File: config.mk
export PLATFORM = sky130hd
export DESIGN_NAME = rurfe_regs
export DESIGN_NICKNAME = d
export VERILOG_FILES = /design/src/rurfe_pkg.sv /design/src/rurfe_regs.sv
export SDC_FILE = /design/constraint.sdc
export NUM_CORES = 2
export LEC_CHECK = 0
export BUFFER_PORTS_ARGS = -buffer_cell sky130_fd_sc_hd__buf_2
export CORE_AREA = 5 5 467 423
export DETAILED_ROUTE_END_ITERATION = 16
export DIE_AREA = 0 0 472 428
export GPL_ROUTABILITY_DRIVEN = 0
export HOLD_SLACK_MARGIN = 0.12
export PLACE_DENSITY_LB_ADDON = 0.25
export SLEW_MARGIN = 30
export SYNTH_ARGS = -nofsm -noshare
export SYNTH_HDL_FRONTEND = slang
export SYNTH_SLANG_ARGS = --single-unit
File: constraint.sdc
create_clock -name clk_i -period 1.8 [get_ports clk_i]
set_input_delay 0.09 -clock clk_i [delete_from_list [all_inputs] [get_ports clk_i]]
set_output_delay 0.09 -clock clk_i [all_outputs]
set_load 0.03 [all_outputs]
File: src/rurfe_pkg.sv
// Purpose: Shared constants and carriers for the remap unit register front end.
// Assumes: Byte offsets within a two-page (8 KB) window; page 0 holds the fixed map.
// Notes: Page 1 holds the cache flush units and the fault record slots.
package rurfe_pkg;

    // Window geometry
    localparam int ADDR_W = 13;
    localparam int QIDX_W = ADDR_W - 3;

    // Fixed map, page 0 byte offsets
    localparam logic [ADDR_W-1:0] OFF_VERSION = 13'h000;
    localparam logic [ADDR_W-1:0] OFF_FEATURE = 13'h008;
    localparam logic [ADDR_W-1:0] OFF_EXTRA_FEATURE = 13'h010;
    localparam logic [ADDR_W-1:0] OFF_GEN_COMMAND = 13'h018;
    localparam logic [ADDR_W-1:0] OFF_GEN_STATUS = 13'h01c;
    localparam logic [ADDR_W-1:0] OFF_ROOT_PTR = 13'h020;
    localparam logic [ADDR_W-1:0] OFF_CTX_CMD = 13'h028;
    localparam logic [ADDR_W-1:0] OFF_FAULT_STATUS = 13'h034;
    localparam logic [ADDR_W-1:0] OFF_FIRQ_CTRL = 13'h038;
    localparam logic [ADDR_W-1:0] OFF_FIRQ_DATA = 13'h03c;
    localparam logic [ADDR_W-1:0] OFF_FIRQ_ADDR_LO = 13'h040;
    localparam logic [ADDR_W-1:0] OFF_FIRQ_ADDR_HI = 13'h044;
    localparam logic [ADDR_W-1:0] OFF_EXT_FAULT_CFG = 13'h058;
    localparam logic [ADDR_W-1:0] OFF_PROT_ENABLE = 13'h064;
    localparam logic [ADDR_W-1:0] OFF_PROT_LOW_BASE = 13'h068;
    localparam logic [ADDR_W-1:0] OFF_PROT_LOW_LIMIT = 13'h06c;
    localparam logic [ADDR_W-1:0] OFF_PROT_HIGH_BASE = 13'h070;
    localparam logic [ADDR_W-1:0] OFF_PROT_HIGH_LIMIT = 13'h078;
    localparam logic [ADDR_W-1:0] OFF_RESERVED_START = 13'h080;

    // Page 1 arrays: flush unit i at base + 16*i, fault slot j at base + 16*j
    localparam logic [ADDR_W-1:0] OFF_FLUSH_BASE = 13'h1000;
    localparam logic [ADDR_W-1:0] OFF_FAULT_BASE = 13'h1100;
    localparam int SLOT_STRIDE_SHIFT = 4;

    // Version fields
    localparam int VER_MAJOR_LSB = 4;
    localparam int VER_MINOR_LSB = 0;
    localparam logic [3:0] VER_MAJOR = 4'h1;
    localparam logic [3:0] VER_MINOR = 4'h0;

    // Feature report fields filled in by the block
    localparam int FEAT_FIRST_SLOT_LSB = 24;
    localparam int FEAT_FIRST_SLOT_W = 10;
    localparam int FEAT_NUM_SLOT_LSB = 40;
    localparam int FEAT_NUM_SLOT_W = 8;

    // Reserved low bits of the root table pointer (page aligned)
    localparam int ROOT_RSVD_W = 12;

    // Fault status: low sticky write-one-clear event bits
    localparam int FSTS_W = 8;

    // Fault slot: top bit is the sticky write-one-clear "slot holds a fault" flag
    localparam int SLOT_W = 128;
    localparam int SLOT_FLAG_BIT = 127;

    // Register access from the host
    typedef struct packed {
        logic valid;
        logic write;
        logic quad;
        logic [ADDR_W-1:0] addr;
        logic [63:0] wdata;
    } rurfe_req_t;

    typedef struct packed {
        logic valid;
        logic [63:0] rdata;
    } rurfe_rsp_t;

    // Software programmed values steering the rest of the unit
    typedef struct packed {
        logic [63:0] root_ptr;
        logic [63:0] ctx_cmd;
        logic [31:0] firq_ctrl;
        logic [31:0] firq_data;
        logic [31:0] firq_addr_lo;
        logic [31:0] firq_addr_hi;
        logic [63:0] ext_fault_cfg;
        logic [31:0] prot_enable;
        logic [31:0] prot_low_base;
        logic [31:0] prot_low_limit;
        logic [63:0] prot_high_base;
        logic [63:0] prot_high_limit;
    } rurfe_cfg_t;

endpackage : rurfe_pkg

File: src/rurfe_regs.sv
// Purpose: Register front end of one address-remapping unit.
// Assumes: One access per request, answered on the next edge; host keeps alignment.
// Notes: Of the two resets, only the power-good reset clears sticky fields.
`timescale 1ns/1ns
`default_nettype none

module rurfe_regs #(
    parameter int NUM_FLUSH = 1,
    parameter int NUM_SLOT = 4,
    parameter logic [63:0] FEATURE_BASE = 64'h0000_0000_0000_0000,
    parameter logic [63:0] EXTRA_FEATURE = 64'h0000_0000_0000_0000
) (
    input wire logic clk_i, // 250 MHz clock
    input wire logic rst_n_i, // Normal reset, async, active low
    input wire logic pwrgood_rst_n_i, // Power-good reset, async, active low
    input wire rurfe_pkg::rurfe_req_t req_i, // Host register access
    output rurfe_pkg::rurfe_rsp_t rsp_o, // Registered answer
    output logic [31:0] gen_cmd_o, // Command word, held one cycle
    output logic gen_cmd_wr_o, // Pulse on command write
    input wire logic [31:0] gen_status_i, // Status from unit logic
    input wire logic [rurfe_pkg::FSTS_W-1:0] fault_event_i, // Sets fault status bits
    input wire logic rec_valid_i, // Record a fault into a slot
    input wire logic [7:0] rec_index_i, // Slot to record into
    input wire logic [rurfe_pkg::SLOT_W-2:0] rec_data_i, // Record contents
    output rurfe_pkg::rurfe_cfg_t cfg_o, // Programmed values
    output logic [NUM_FLUSH-1:0][63:0] flush_addr_o, // Flush unit address words
    output logic [NUM_FLUSH-1:0][63:0] flush_cmd_o // Flush unit command words
);

    localparam int AW = rurfe_pkg::ADDR_W;
    localparam int QW = rurfe_pkg::QIDX_W;
    localparam logic [AW-1:0] FIRST_SLOT_UNITS = rurfe_pkg::OFF_FAULT_BASE >> 4;

    rurfe_pkg::rurfe_cfg_t cfg;
    logic [rurfe_pkg::FSTS_W-1:0] fault_status;
    logic [NUM_SLOT-1:0][rurfe_pkg::SLOT_W-1:0] slot;
    logic [NUM_FLUSH-1:0][63:0] flush_addr;
    logic [NUM_FLUSH-1:0][63:0] flush_cmd;
    logic [31:0] gen_cmd;
    logic gen_cmd_wr;
    rurfe_pkg::rurfe_rsp_t rsp;

    // Access decode: split a quad into lower and upper dword lanes
    wire logic aligned = (req_i.addr[1:0] == 2'b00) && !(req_i.quad && req_i.addr[2]);
    wire logic wr = req_i.valid && req_i.write && aligned;
    wire logic lo_we = wr && (req_i.quad || !req_i.addr[2]);
    wire logic hi_we = wr && (req_i.quad || req_i.addr[2]);
    wire logic [31:0] lo_wd = req_i.wdata[31:0];
    wire logic [31:0] hi_wd = req_i.quad ? req_i.wdata[63:32] : req_i.wdata[31:0];
    wire logic [QW-1:0] qidx = req_i.addr[AW-1:3];
    wire logic page1 = req_i.addr[AW-1];
    wire logic [7:0] unit_idx = req_i.addr[11:4];
    wire logic unit_hi_q = req_i.addr[3];
    wire logic flush_hit = page1 && (req_i.addr < rurfe_pkg::OFF_FAULT_BASE)
        && (32'(unit_idx) < NUM_FLUSH);
    wire logic slot_hit = page1 && (req_i.addr >= rurfe_pkg::OFF_FAULT_BASE)
        && (32'(unit_idx) - 32'h10 < NUM_SLOT);
    wire logic [7:0] slot_idx = unit_idx - 8'h10;

    // Qword hit wires for the fixed map
    function automatic logic hitq(input logic [QW-1:0] q, input logic [AW-1:0] off);
        hitq = (q == off[AW-1:3]);
    endfunction : hitq

    wire logic h_gen = hitq(qidx, rurfe_pkg::OFF_GEN_COMMAND);
    wire logic h_root = hitq(qidx, rurfe_pkg::OFF_ROOT_PTR);
    wire logic h_ctx = hitq(qidx, rurfe_pkg::OFF_CTX_CMD);
    wire logic h_fsts = hitq(qidx, rurfe_pkg::OFF_FAULT_STATUS);
    wire logic h_firq = hitq(qidx, rurfe_pkg::OFF_FIRQ_CTRL);
    wire logic h_fadr = hitq(qidx, rurfe_pkg::OFF_FIRQ_ADDR_LO);
    wire logic h_efl = hitq(qidx, rurfe_pkg::OFF_EXT_FAULT_CFG);
    wire logic h_pen = hitq(qidx, rurfe_pkg::OFF_PROT_ENABLE);
    wire logic h_plo = hitq(qidx, rurfe_pkg::OFF_PROT_LOW_LIMIT);
    wire logic h_phb = hitq(qidx, rurfe_pkg::OFF_PROT_HIGH_BASE);
    wire logic h_phl = hitq(qidx, rurfe_pkg::OFF_PROT_HIGH_LIMIT);

    // Feature report with slot count minus one and first slot location inserted
    wire logic [63:0] feature = {FEATURE_BASE[63:48],
        8'(NUM_SLOT - 1),
        FEATURE_BASE[39:34],
        FIRST_SLOT_UNITS[rurfe_pkg::FEAT_FIRST_SLOT_W-1:0],
        FEATURE_BASE[23:0]};

    // Merge lanes into a 64-bit read-write value
    function automatic logic [63:0] upd64(input logic [63:0] old, input logic lw,
        input logic hw, input logic [31:0] ld, input logic [31:0] hd);
        upd64 = {hw ? hd : old[63:32], lw ? ld : old[31:0]};
    endfunction : upd64

    // Version word: major and minor fields, upper bits zero
    wire logic [31:0] version = {24'h00_0000, rurfe_pkg::VER_MAJOR,
        rurfe_pkg::VER_MINOR};

    // Read data of the addressed qword, lower and upper dwords
    logic [31:0] rd_lo;
    logic [31:0] rd_hi;
    always_comb
    begin
        rd_lo = 32'h0000_0000;
        rd_hi = 32'h0000_0000;
        if (page1)
        begin
            if (flush_hit)
            begin
                {rd_hi, rd_lo} = unit_hi_q ? flush_cmd[unit_idx] : flush_addr[unit_idx];
            end
            else if (slot_hit)
            begin
                {rd_hi, rd_lo} = unit_hi_q ? slot[slot_idx][127:64] : slot[slot_idx][63:0];
            end
        end
        else if (req_i.addr < rurfe_pkg::OFF_RESERVED_START)
        begin
            case (qidx)
                rurfe_pkg::OFF_VERSION[AW-1:3]: rd_lo = version;
                rurfe_pkg::OFF_FEATURE[AW-1:3]: {rd_hi, rd_lo} = feature;
                rurfe_pkg::OFF_EXTRA_FEATURE[AW-1:3]: {rd_hi, rd_lo} = EXTRA_FEATURE;
                rurfe_pkg::OFF_GEN_COMMAND[AW-1:3]: rd_hi = gen_status_i;
                rurfe_pkg::OFF_ROOT_PTR[AW-1:3]: {rd_hi, rd_lo} = cfg.root_ptr;
                rurfe_pkg::OFF_CTX_CMD[AW-1:3]: {rd_hi, rd_lo} = cfg.ctx_cmd;
                rurfe_pkg::OFF_FAULT_STATUS[AW-1:3]: rd_hi = 32'(fault_status);
                rurfe_pkg::OFF_FIRQ_CTRL[AW-1:3]: {rd_hi, rd_lo} = {cfg.firq_data,
                    cfg.firq_ctrl};
                rurfe_pkg::OFF_FIRQ_ADDR_LO[AW-1:3]: {rd_hi, rd_lo} = {cfg.firq_addr_hi,
                    cfg.firq_addr_lo};
                rurfe_pkg::OFF_EXT_FAULT_CFG[AW-1:3]: {rd_hi, rd_lo} = cfg.ext_fault_cfg;
                rurfe_pkg::OFF_PROT_ENABLE[AW-1:3]: rd_hi = cfg.prot_enable;
                rurfe_pkg::OFF_PROT_LOW_BASE[AW-1:3]: {rd_hi, rd_lo} = {cfg.prot_low_limit,
                    cfg.prot_low_base};
                rurfe_pkg::OFF_PROT_HIGH_BASE[AW-1:3]: {rd_hi, rd_lo} = cfg.prot_high_base;
                rurfe_pkg::OFF_PROT_HIGH_LIMIT[AW-1:3]: {rd_hi, rd_lo} = cfg.prot_high_limit;
                default:
                begin
                    rd_lo = 32'h0000_0000;
                    rd_hi = 32'h0000_0000;
                end
            endcase
        end
    end

    // Answer selects the lane for dword reads
    wire logic [63:0] rd_word = req_i.quad ? {rd_hi, rd_lo}
        : {32'h0000_0000, req_i.addr[2] ? rd_hi : rd_lo};

    // Answer register, one cycle after the request
    always_ff @(posedge clk_i or negedge rst_n_i)
    begin
        if (!rst_n_i)
        begin
            rsp <= '0;
        end
        else
        begin
            rsp.valid <= req_i.valid;
            rsp.rdata <= (req_i.valid && !req_i.write && aligned) ? rd_word : 64'h0;
        end
    end

    // Read-write configuration, normal reset
    always_ff @(posedge clk_i or negedge rst_n_i)
    begin
        if (!rst_n_i)
        begin
            cfg <= '0;
        end
        else if (!page1)
        begin
            if (h_root)
            begin
                cfg.root_ptr <= upd64(cfg.root_ptr, lo_we, hi_we,
                    {lo_wd[31:12], 12'h000}, hi_wd);
            end
            if (h_ctx) cfg.ctx_cmd <= upd64(cfg.ctx_cmd, lo_we, hi_we, lo_wd, hi_wd);
            if (h_firq)
                {cfg.firq_data, cfg.firq_ctrl} <= upd64({cfg.firq_data, cfg.firq_ctrl},
                    lo_we, hi_we, lo_wd, hi_wd);
            if (h_fadr)
                {cfg.firq_addr_hi, cfg.firq_addr_lo} <= upd64({cfg.firq_addr_hi,
                    cfg.firq_addr_lo}, lo_we, hi_we, lo_wd, hi_wd);
            if (h_efl)
                cfg.ext_fault_cfg <= upd64(cfg.ext_fault_cfg, lo_we, hi_we, lo_wd, hi_wd);
            if (h_pen && hi_we) cfg.prot_enable <= hi_wd;
            if (h_plo)
                {cfg.prot_low_limit, cfg.prot_low_base} <= upd64({cfg.prot_low_limit,
                    cfg.prot_low_base}, lo_we, hi_we, lo_wd, hi_wd);
            if (h_phb)
                cfg.prot_high_base <= upd64(cfg.prot_high_base, lo_we, hi_we, lo_wd, hi_wd);
            if (h_phl)
                cfg.prot_high_limit <= upd64(cfg.prot_high_limit, lo_we, hi_we, lo_wd, hi_wd);
        end
    end

    // Write-only command word, forwarded as a one-cycle pulse
    always_ff @(posedge clk_i or negedge rst_n_i)
    begin
        if (!rst_n_i)
        begin
            gen_cmd <= 32'h0000_0000;
            gen_cmd_wr <= 1'b0;
        end
        else
        begin
            gen_cmd_wr <= !page1 && h_gen && lo_we;
            gen_cmd <= (!page1 && h_gen && lo_we) ? lo_wd : 32'h0000_0000;
        end
    end

    // Flush units: pairs of 64-bit read-write words
    always_ff @(posedge clk_i or negedge rst_n_i)
    begin
        if (!rst_n_i)
        begin
            flush_addr <= '0;
            flush_cmd <= '0;
        end
        else if (flush_hit)
        begin
            if (unit_hi_q)
                flush_cmd[unit_idx] <= upd64(flush_cmd[unit_idx], lo_we, hi_we,
                    lo_wd, hi_wd);
            else
                flush_addr[unit_idx] <= upd64(flush_addr[unit_idx], lo_we, hi_we,
                    lo_wd, hi_wd);
        end
    end

    // Fault status, sticky; a new event wins over a same-cycle clear
    wire logic [rurfe_pkg::FSTS_W-1:0] fsts_clr = (!page1 && h_fsts && hi_we)
        ? hi_wd[rurfe_pkg::FSTS_W-1:0] : '0;
    always_ff @(posedge clk_i or negedge pwrgood_rst_n_i)
    begin
        if (!pwrgood_rst_n_i)
            fault_status <= '0;
        else
            fault_status <= (fault_status & ~fsts_clr) | fault_event_i;
    end

    // Fault slots: sticky record fields, flag bit cleared by writing one
    always_ff @(posedge clk_i or negedge pwrgood_rst_n_i)
    begin
        if (!pwrgood_rst_n_i)
        begin
            slot <= '0;
        end
        else
        begin
            for (int i = 0; i < NUM_SLOT; i++)
            begin
                if (slot_hit && unit_hi_q && hi_we && (32'(slot_idx) == i)
                    && hi_wd[31])
                    slot[i][rurfe_pkg::SLOT_FLAG_BIT] <= 1'b0;
                if (rec_valid_i && (32'(rec_index_i) == i))
                    slot[i] <= {1'b1, rec_data_i};
            end
        end
    end

    assign rsp_o = rsp;
    assign gen_cmd_o = gen_cmd;
    assign gen_cmd_wr_o = gen_cmd_wr;
    assign cfg_o = cfg;
    assign flush_addr_o = flush_addr;
    assign flush_cmd_o = flush_cmd;

endmodule : rurfe_regs
`default_nettype wire

* Yosys cells after proc, flatten, opt, wreduce, memory -nomap -nowiden *
Cells that the tools add are included.

word-level totals
  bits in registers = 1278
  bits of input ports = 259
  output and inout bits = 770

cells by class
  add/sub/neg operators = 2
  $lt $le $gt $ge = 8
  equal/unequal tests = 18
  muxes and demuxes = 37
  bitwise gates (word level) = 5
  reductions and logical operators = 65

operator list
  kind                                                                            number
  128-bit 2-to-1 mux                                                              5
  32-bit 2-to-1 mux                                                               15
  64-bit 2-to-1 mux                                                               7
  32-bit case mux with 12 select lines                                            1
  32-bit case mux with 10 select lines                                            1
  128-bit binary-select mux with 2-bit select                                     1
  64-bit bitwise mux                                                              2
  10-bit by 4-bit == test with 1-bit output (second input constant)               6
  3-bit AND reduction                                                             16
  10-bit by 3-bit == test with 1-bit output (second input constant)               4
  8-bit by 2-bit == test with 1-bit output (second input constant)                4
  1-bit logical AND                                                               32
  32-bit by 3-bit less-than comparator with 1-bit output (second input constant)  1
  8-bit by 1-bit == test with 1-bit output (second input constant)                2
  8-bit logical NOT                                                               2
  8-bit by 1-bit less-than comparator with 1-bit output (second input constant)   2
  13-bit greater-or-equal comparator (second input constant)                      1
  13-bit less-than comparator (second input constant)                             1
  13-bit by 8-bit less-than comparator with 1-bit output (second input constant)  1
  10-bit by 1-bit == test with 1-bit output (second input constant)               1
  10-bit by 2-bit == test with 1-bit output (second input constant)               1
  10-bit logical NOT                                                              1
  8-bit by 5-bit subtractor with 9-bit output (second input constant)             1
  8-bit bitwise AND                                                               1
  13 further kinds                                                                26

* Depth between registers and ports, before layout *
  word-level depth = 10
  mapped depth = 10
  depth with buffers taken out = 5

* Least setup slack after synthesis *
No wires, ideal clock.

  path kind = input port to flip-flop
  start point = input req_i[68] (netlist bit)
  end point = register rsp (netlist bit rsp_o[5])
  library setup time = 0.151 ns
  data arrival time = 1.988 ns
  required time = 1.649 ns
  setup slack = -0.339 ns
  cell stages on the path = 9
  cell sequence = buf_2 > buf_4 > buf_2 > buf_2 > mux4_2 > a32oi_1 > nor2_1 > a2111oi_0 > a221oi_1

between the ends
  cells in the longest elaborated chain, start to end = 10

RTL lines
  what                                                                                                            RTL line           text
  start: declaration                                                                                              rurfe_regs.sv:16   input wire rurfe_pkg::rurfe_req_t req_i,
  parallel branches: the longest is 8 deep, another holds 32-bit by 3-bit less-than comparator with 1-bit output  -
  64-bit 2-to-1 mux (*)                                                                                           rurfe_regs.sv:142  wire logic [63:0] rd_word = req_i.quad ? {rd_hi, rd_lo}
  64-bit 2-to-1 mux (*)                                                                                           rurfe_regs.sv:155  rsp.rdata <= (req_i.valid && !req_i.write && aligned) ? rd_word : 64'h0;
  end: declaration                                                                                                rurfe_regs.sv:41   rurfe_pkg::rurfe_rsp_t rsp;

Every way passes the cells marked *. The select of a mux whose other input is x is not followed.
A chain may end at the register's enable or synchronous reset.

* Final worst setup path *
  start point = register slot[490] (netlist bit)
  end point = register rsp (netlist bit rsp_o[10])

between the ends
  cells in the longest elaborated chain, start to end = 9

RTL lines
  what                                         RTL line           text
  start: declaration                           rurfe_regs.sv:36   logic [NUM_SLOT-1:0][rurfe_pkg::SLOT_W-1:0] slot;
  start signal: indexed assignment             rurfe_regs.sv:253  slot[i] <= {1'b1, rec_data_i};
  128-bit binary-select mux with 2-bit select  rurfe_regs.sv:109  {rd_hi, rd_lo} = unit_hi_q ? slot[slot_idx][127:64] : slot[slot_idx][63:0];
  128-bit 2-to-1 mux                           -
  64-bit 2-to-1 mux                            rurfe_regs.sv:109
  32-bit 2-to-1 mux                            rurfe_regs.sv:107  else if (slot_hit)
  32-bit 2-to-1 mux                            rurfe_regs.sv:103  if (flush_hit)
  32-bit 2-to-1 mux                            rurfe_regs.sv:101  if (page1)
  32-bit 2-to-1 mux                            rurfe_regs.sv:143  : {32'h0000_0000, req_i.addr[2] ? rd_hi : rd_lo};
  64-bit 2-to-1 mux                            rurfe_regs.sv:142
  64-bit 2-to-1 mux                            rurfe_regs.sv:155

No other way between the ends. The select of a mux whose other input is x is not followed.

==> flow_summary.toml <==
[yosys]
yosysUniqueCellTypes = 80
syn_area_um2 = 57170
avgSynthCellArea_um2 = 12.71
synth-edff-count = 0
syn-instance-count = 4497
synth_async_sr_flop_share_pct = 100.0
yosys_register_bits = 1278
yosysSeqAreaShare_pct = 55.94
yosys_warnings = 0
synth_flop_cell = "dfrtp_1"

[global_routing]
grt_max_degree = 94
grt_pass1_vias = 50012
grtUsageTotal_pct = 30.03
grt_pass1_wl_um = 425100
grt_antenna_before_repair = 90
overflow = 0

[floorplan]
start_util_pct = 29.74
row_count = 153
die-height_um = 428
core-area_um2 = 192200
io_pins = 1029
die_x_um = 472
die_area_um2 = 202000

[sta]
worst-slew-pin-transition_ns = 0.8081
report.final.hold_viol_count = 0
fin_skew_ns = 0.03651
fin_crit_sh_pct = 118.9
rsz0062_at_grt = "true"
setup_viol = 24
post-route-min-period_ns = 2.140
max_slew_margin_pct = 46.13
fmax_mhz = 467.4
worst_slack_ns = -0.3396
drv_slew = 0
finalSetupTns_ns = -3.002

[place]
io_buffers = 1016
place_ws_ns = -1.065
dp.cells = 8529
dpl.hpwl_um = 245000

[run_status]
violations = "negative setup slack"
status = "complete, but fails checks"

[cts]
cts_tree = "yes"
h-tree-depth = 4
clockBufferDepth = 3
root_buffer = "clkbuf_16"
clkLatencyLatePin_ns = 0.83
clk_pin_slew_ns = 0.06
cts-buffers-inserted = 148
cts.sinks = 1278

[critical_path]
crit_path_end_kind = "flop"
critPathKind = "reg2reg"
startpoint = "slot[490]$_DFFE_PN0P_"
critPathLaunchType = "flop"
reg2reg_from = "slot[490]$_DFFE_PN0P_"
required_ns = 2.49
cp.arrival_ns = 2.82
cp_max_fo = 2

[pwr]
powerDensity_nw_per_um2 = 805.2
ir_drop_mv = 1.019
p_leak_nw = 41.72

[detailed_routing]
routedWlPerCell_um = 34.34
met1Wirelength_um = 121800
antenna_left = 0
wirelength_um = 314900
highest_layer = "met5"
drc = 0
route.met3.wl_um = 20920
dr_wl_met2_um = 148900
drtIter0Drc = 4450
dr.pass1.iters = 6
viasPerCell = 5.368
dr_total_vias = 49223

[hold_path]
worstHoldStart = "rec_index_i[4]"
hold_path_class = "in2reg"

[cells_and_area]
layout.nets = 6713
drive_above_1_share_pct = 52.29
syn_to_final_growth_pct = 45.62
fin_cells = 9170

[flow_run]
cap_violations = 0
per-layer routing:
metal,track usage (%),vias up
met4,17.69,26
met2,49.64,2204
li1,-,20539
met5,0,-
met1,36.42,25776
met3,5.968,678
cells in the mapped netlist (14+ instances only):
cell       number  area share, %
buf_2         133            1.2
a221oi_1       37           0.57
clkbuf_1      221            1.5
o2bb2ai_1      20           0.31
and3_1         54           0.59
mux4_2        101            4.0
a211oi_1       26           0.34
a21oi_1       248            2.2
nor3_1         25           0.22
nand2_1       246            1.6
nor2_1        248            1.6
nand4_1        14           0.15
dfrtp_1      1278             56
o22ai_1        46           0.50
mux2_2        892             18
a22oi_1       135            1.8
buf_4          17           0.22
mux2i_1       188            3.3
buf_1          44           0.29
a21o_1         16           0.21
o21ai_0       184            1.6
a31oi_1        18           0.20
nor4_1         20           0.22
nand3_1        44           0.39
stage by stage:
| stage | utilization (%) | hold WS (ns) | total power (W) | cell area [um^2] |
|---|---|---|---|---|
| after floorplan | - | -0.2056 | 0.03208 | 57970 |
| after global placement | 38.20 | 0.02071 | 0.03548 | 73420 |
| after detailed placement | 38.20 | 0.02563 | 0.03558 | 73420 |
| after CTS | 42.83 | 0.1072 | 0.06733 | 82310 |
| after global routing | 43.27 | 0.1350 | 0.06892 | 83160 |
| final | 43.31 | 0.1336 | 0.06703 | 83250 |
layout make-up:
type                            count  area, um^2
Clock inverter                     44       608.1
Timing Repair Buffer             2212       17380
Sequential cell                  1278       32000
Fill cell                       18003      109000
Tap cell                         2557        3199
Clock buffer                      214        4315
Multi-Input combinational cell   2810       25610
Antenna cell                       51       127.6
Inverter                            4       17.52
layout by cell type (no fill, tap or decap), types with 37 or more instances in the layout:
master,n
mux2_2,838
diode_2,51
mux2_4,57
dfrtp_1,1266
buf_2,1008
a22oi_1,115
o22ai_1,37
buf_4,692
buf_12,186
nor2_1,230
and3_1,48
nand2_1,222
mux4_2,101
a21oi_1,229
clkbuf_16,157
o21ai_0,177
dlygate4sd3_1,305
mux2i_1,148
final timing paths:
kind / endpoint / slack, ns / depth (start not counted)
hold / removal: slot[91]$_DFFE_PN0P_ / 0.13 / 7
min in group asynchronous: slot[77]$_DFFE_PN0P_ / 0.56 / 4
max in group asynchronous: cfg_o[278]$_DFFE_PN0P_ / 0.64 / 5
setup reg to reg: rsp_o[10]$_DFF_PN0_ / -0.34 / 6
setup / recovery: rsp_o[10]$_DFF_PN0_ / -0.34 / 6
hold reg to reg: fault_status[4]$_DFF_PN0_ / 0.47 / 1
critical path, cell delays in order, from the launching register on:
cell,delay (ns)
dfrtp_1,0.37
mux4_2,0.46
mux2_4,0.32
a221oi_2,0.25
nor3b_4,0.39
buf_12,0.16
a21oi_2,0.05
timing repair:
item | CTS | global route
pin swaps | 68 | 52
hold endpoints to repair | 2549 | 3
setup buffers | 15 | 18
gates cloned | 0 | 7
resized for setup | 157 | 109
hold buffers | 311 | 2
setup endpoints to repair | 59 | 176
sequential cells by signal (all words and copies together), names as in the netlist:
name and cells:
flush_cmd_o 64, fault_status 8, cfg_o 532, slot 512, flush_addr_o 64, gen_cmd_wr_o 1
gen_cmd_o 32, rsp_o 65
power by group:
group / switching (W) / internal (W) / leakage (nW)
clock: 0.0131 / 0.0180 / 2.42
sequential: 0.000304 / 0.0293 / 17.7
combinational: 0.00367 / 0.00265 / 21.6
total: 0.0170 / 0.0500 / 41.7
logic make-up (layout without fill, tap and decap cells):
family	after synthesis	count (layout)	synth area share, %
multiplexers	1192	1192	25.06
flip-flops	1278	1278	55.94
XOR/XNOR	1	1	0.01532
buffers and inverters	420	2474	3.174
other	1	63	0.006560
AND/OR/NAND/NOR	761	761	6.391
AO/OA/AOI/OAI	844	844	9.413
Note: power is estimated with default switching activity, not from simulation.
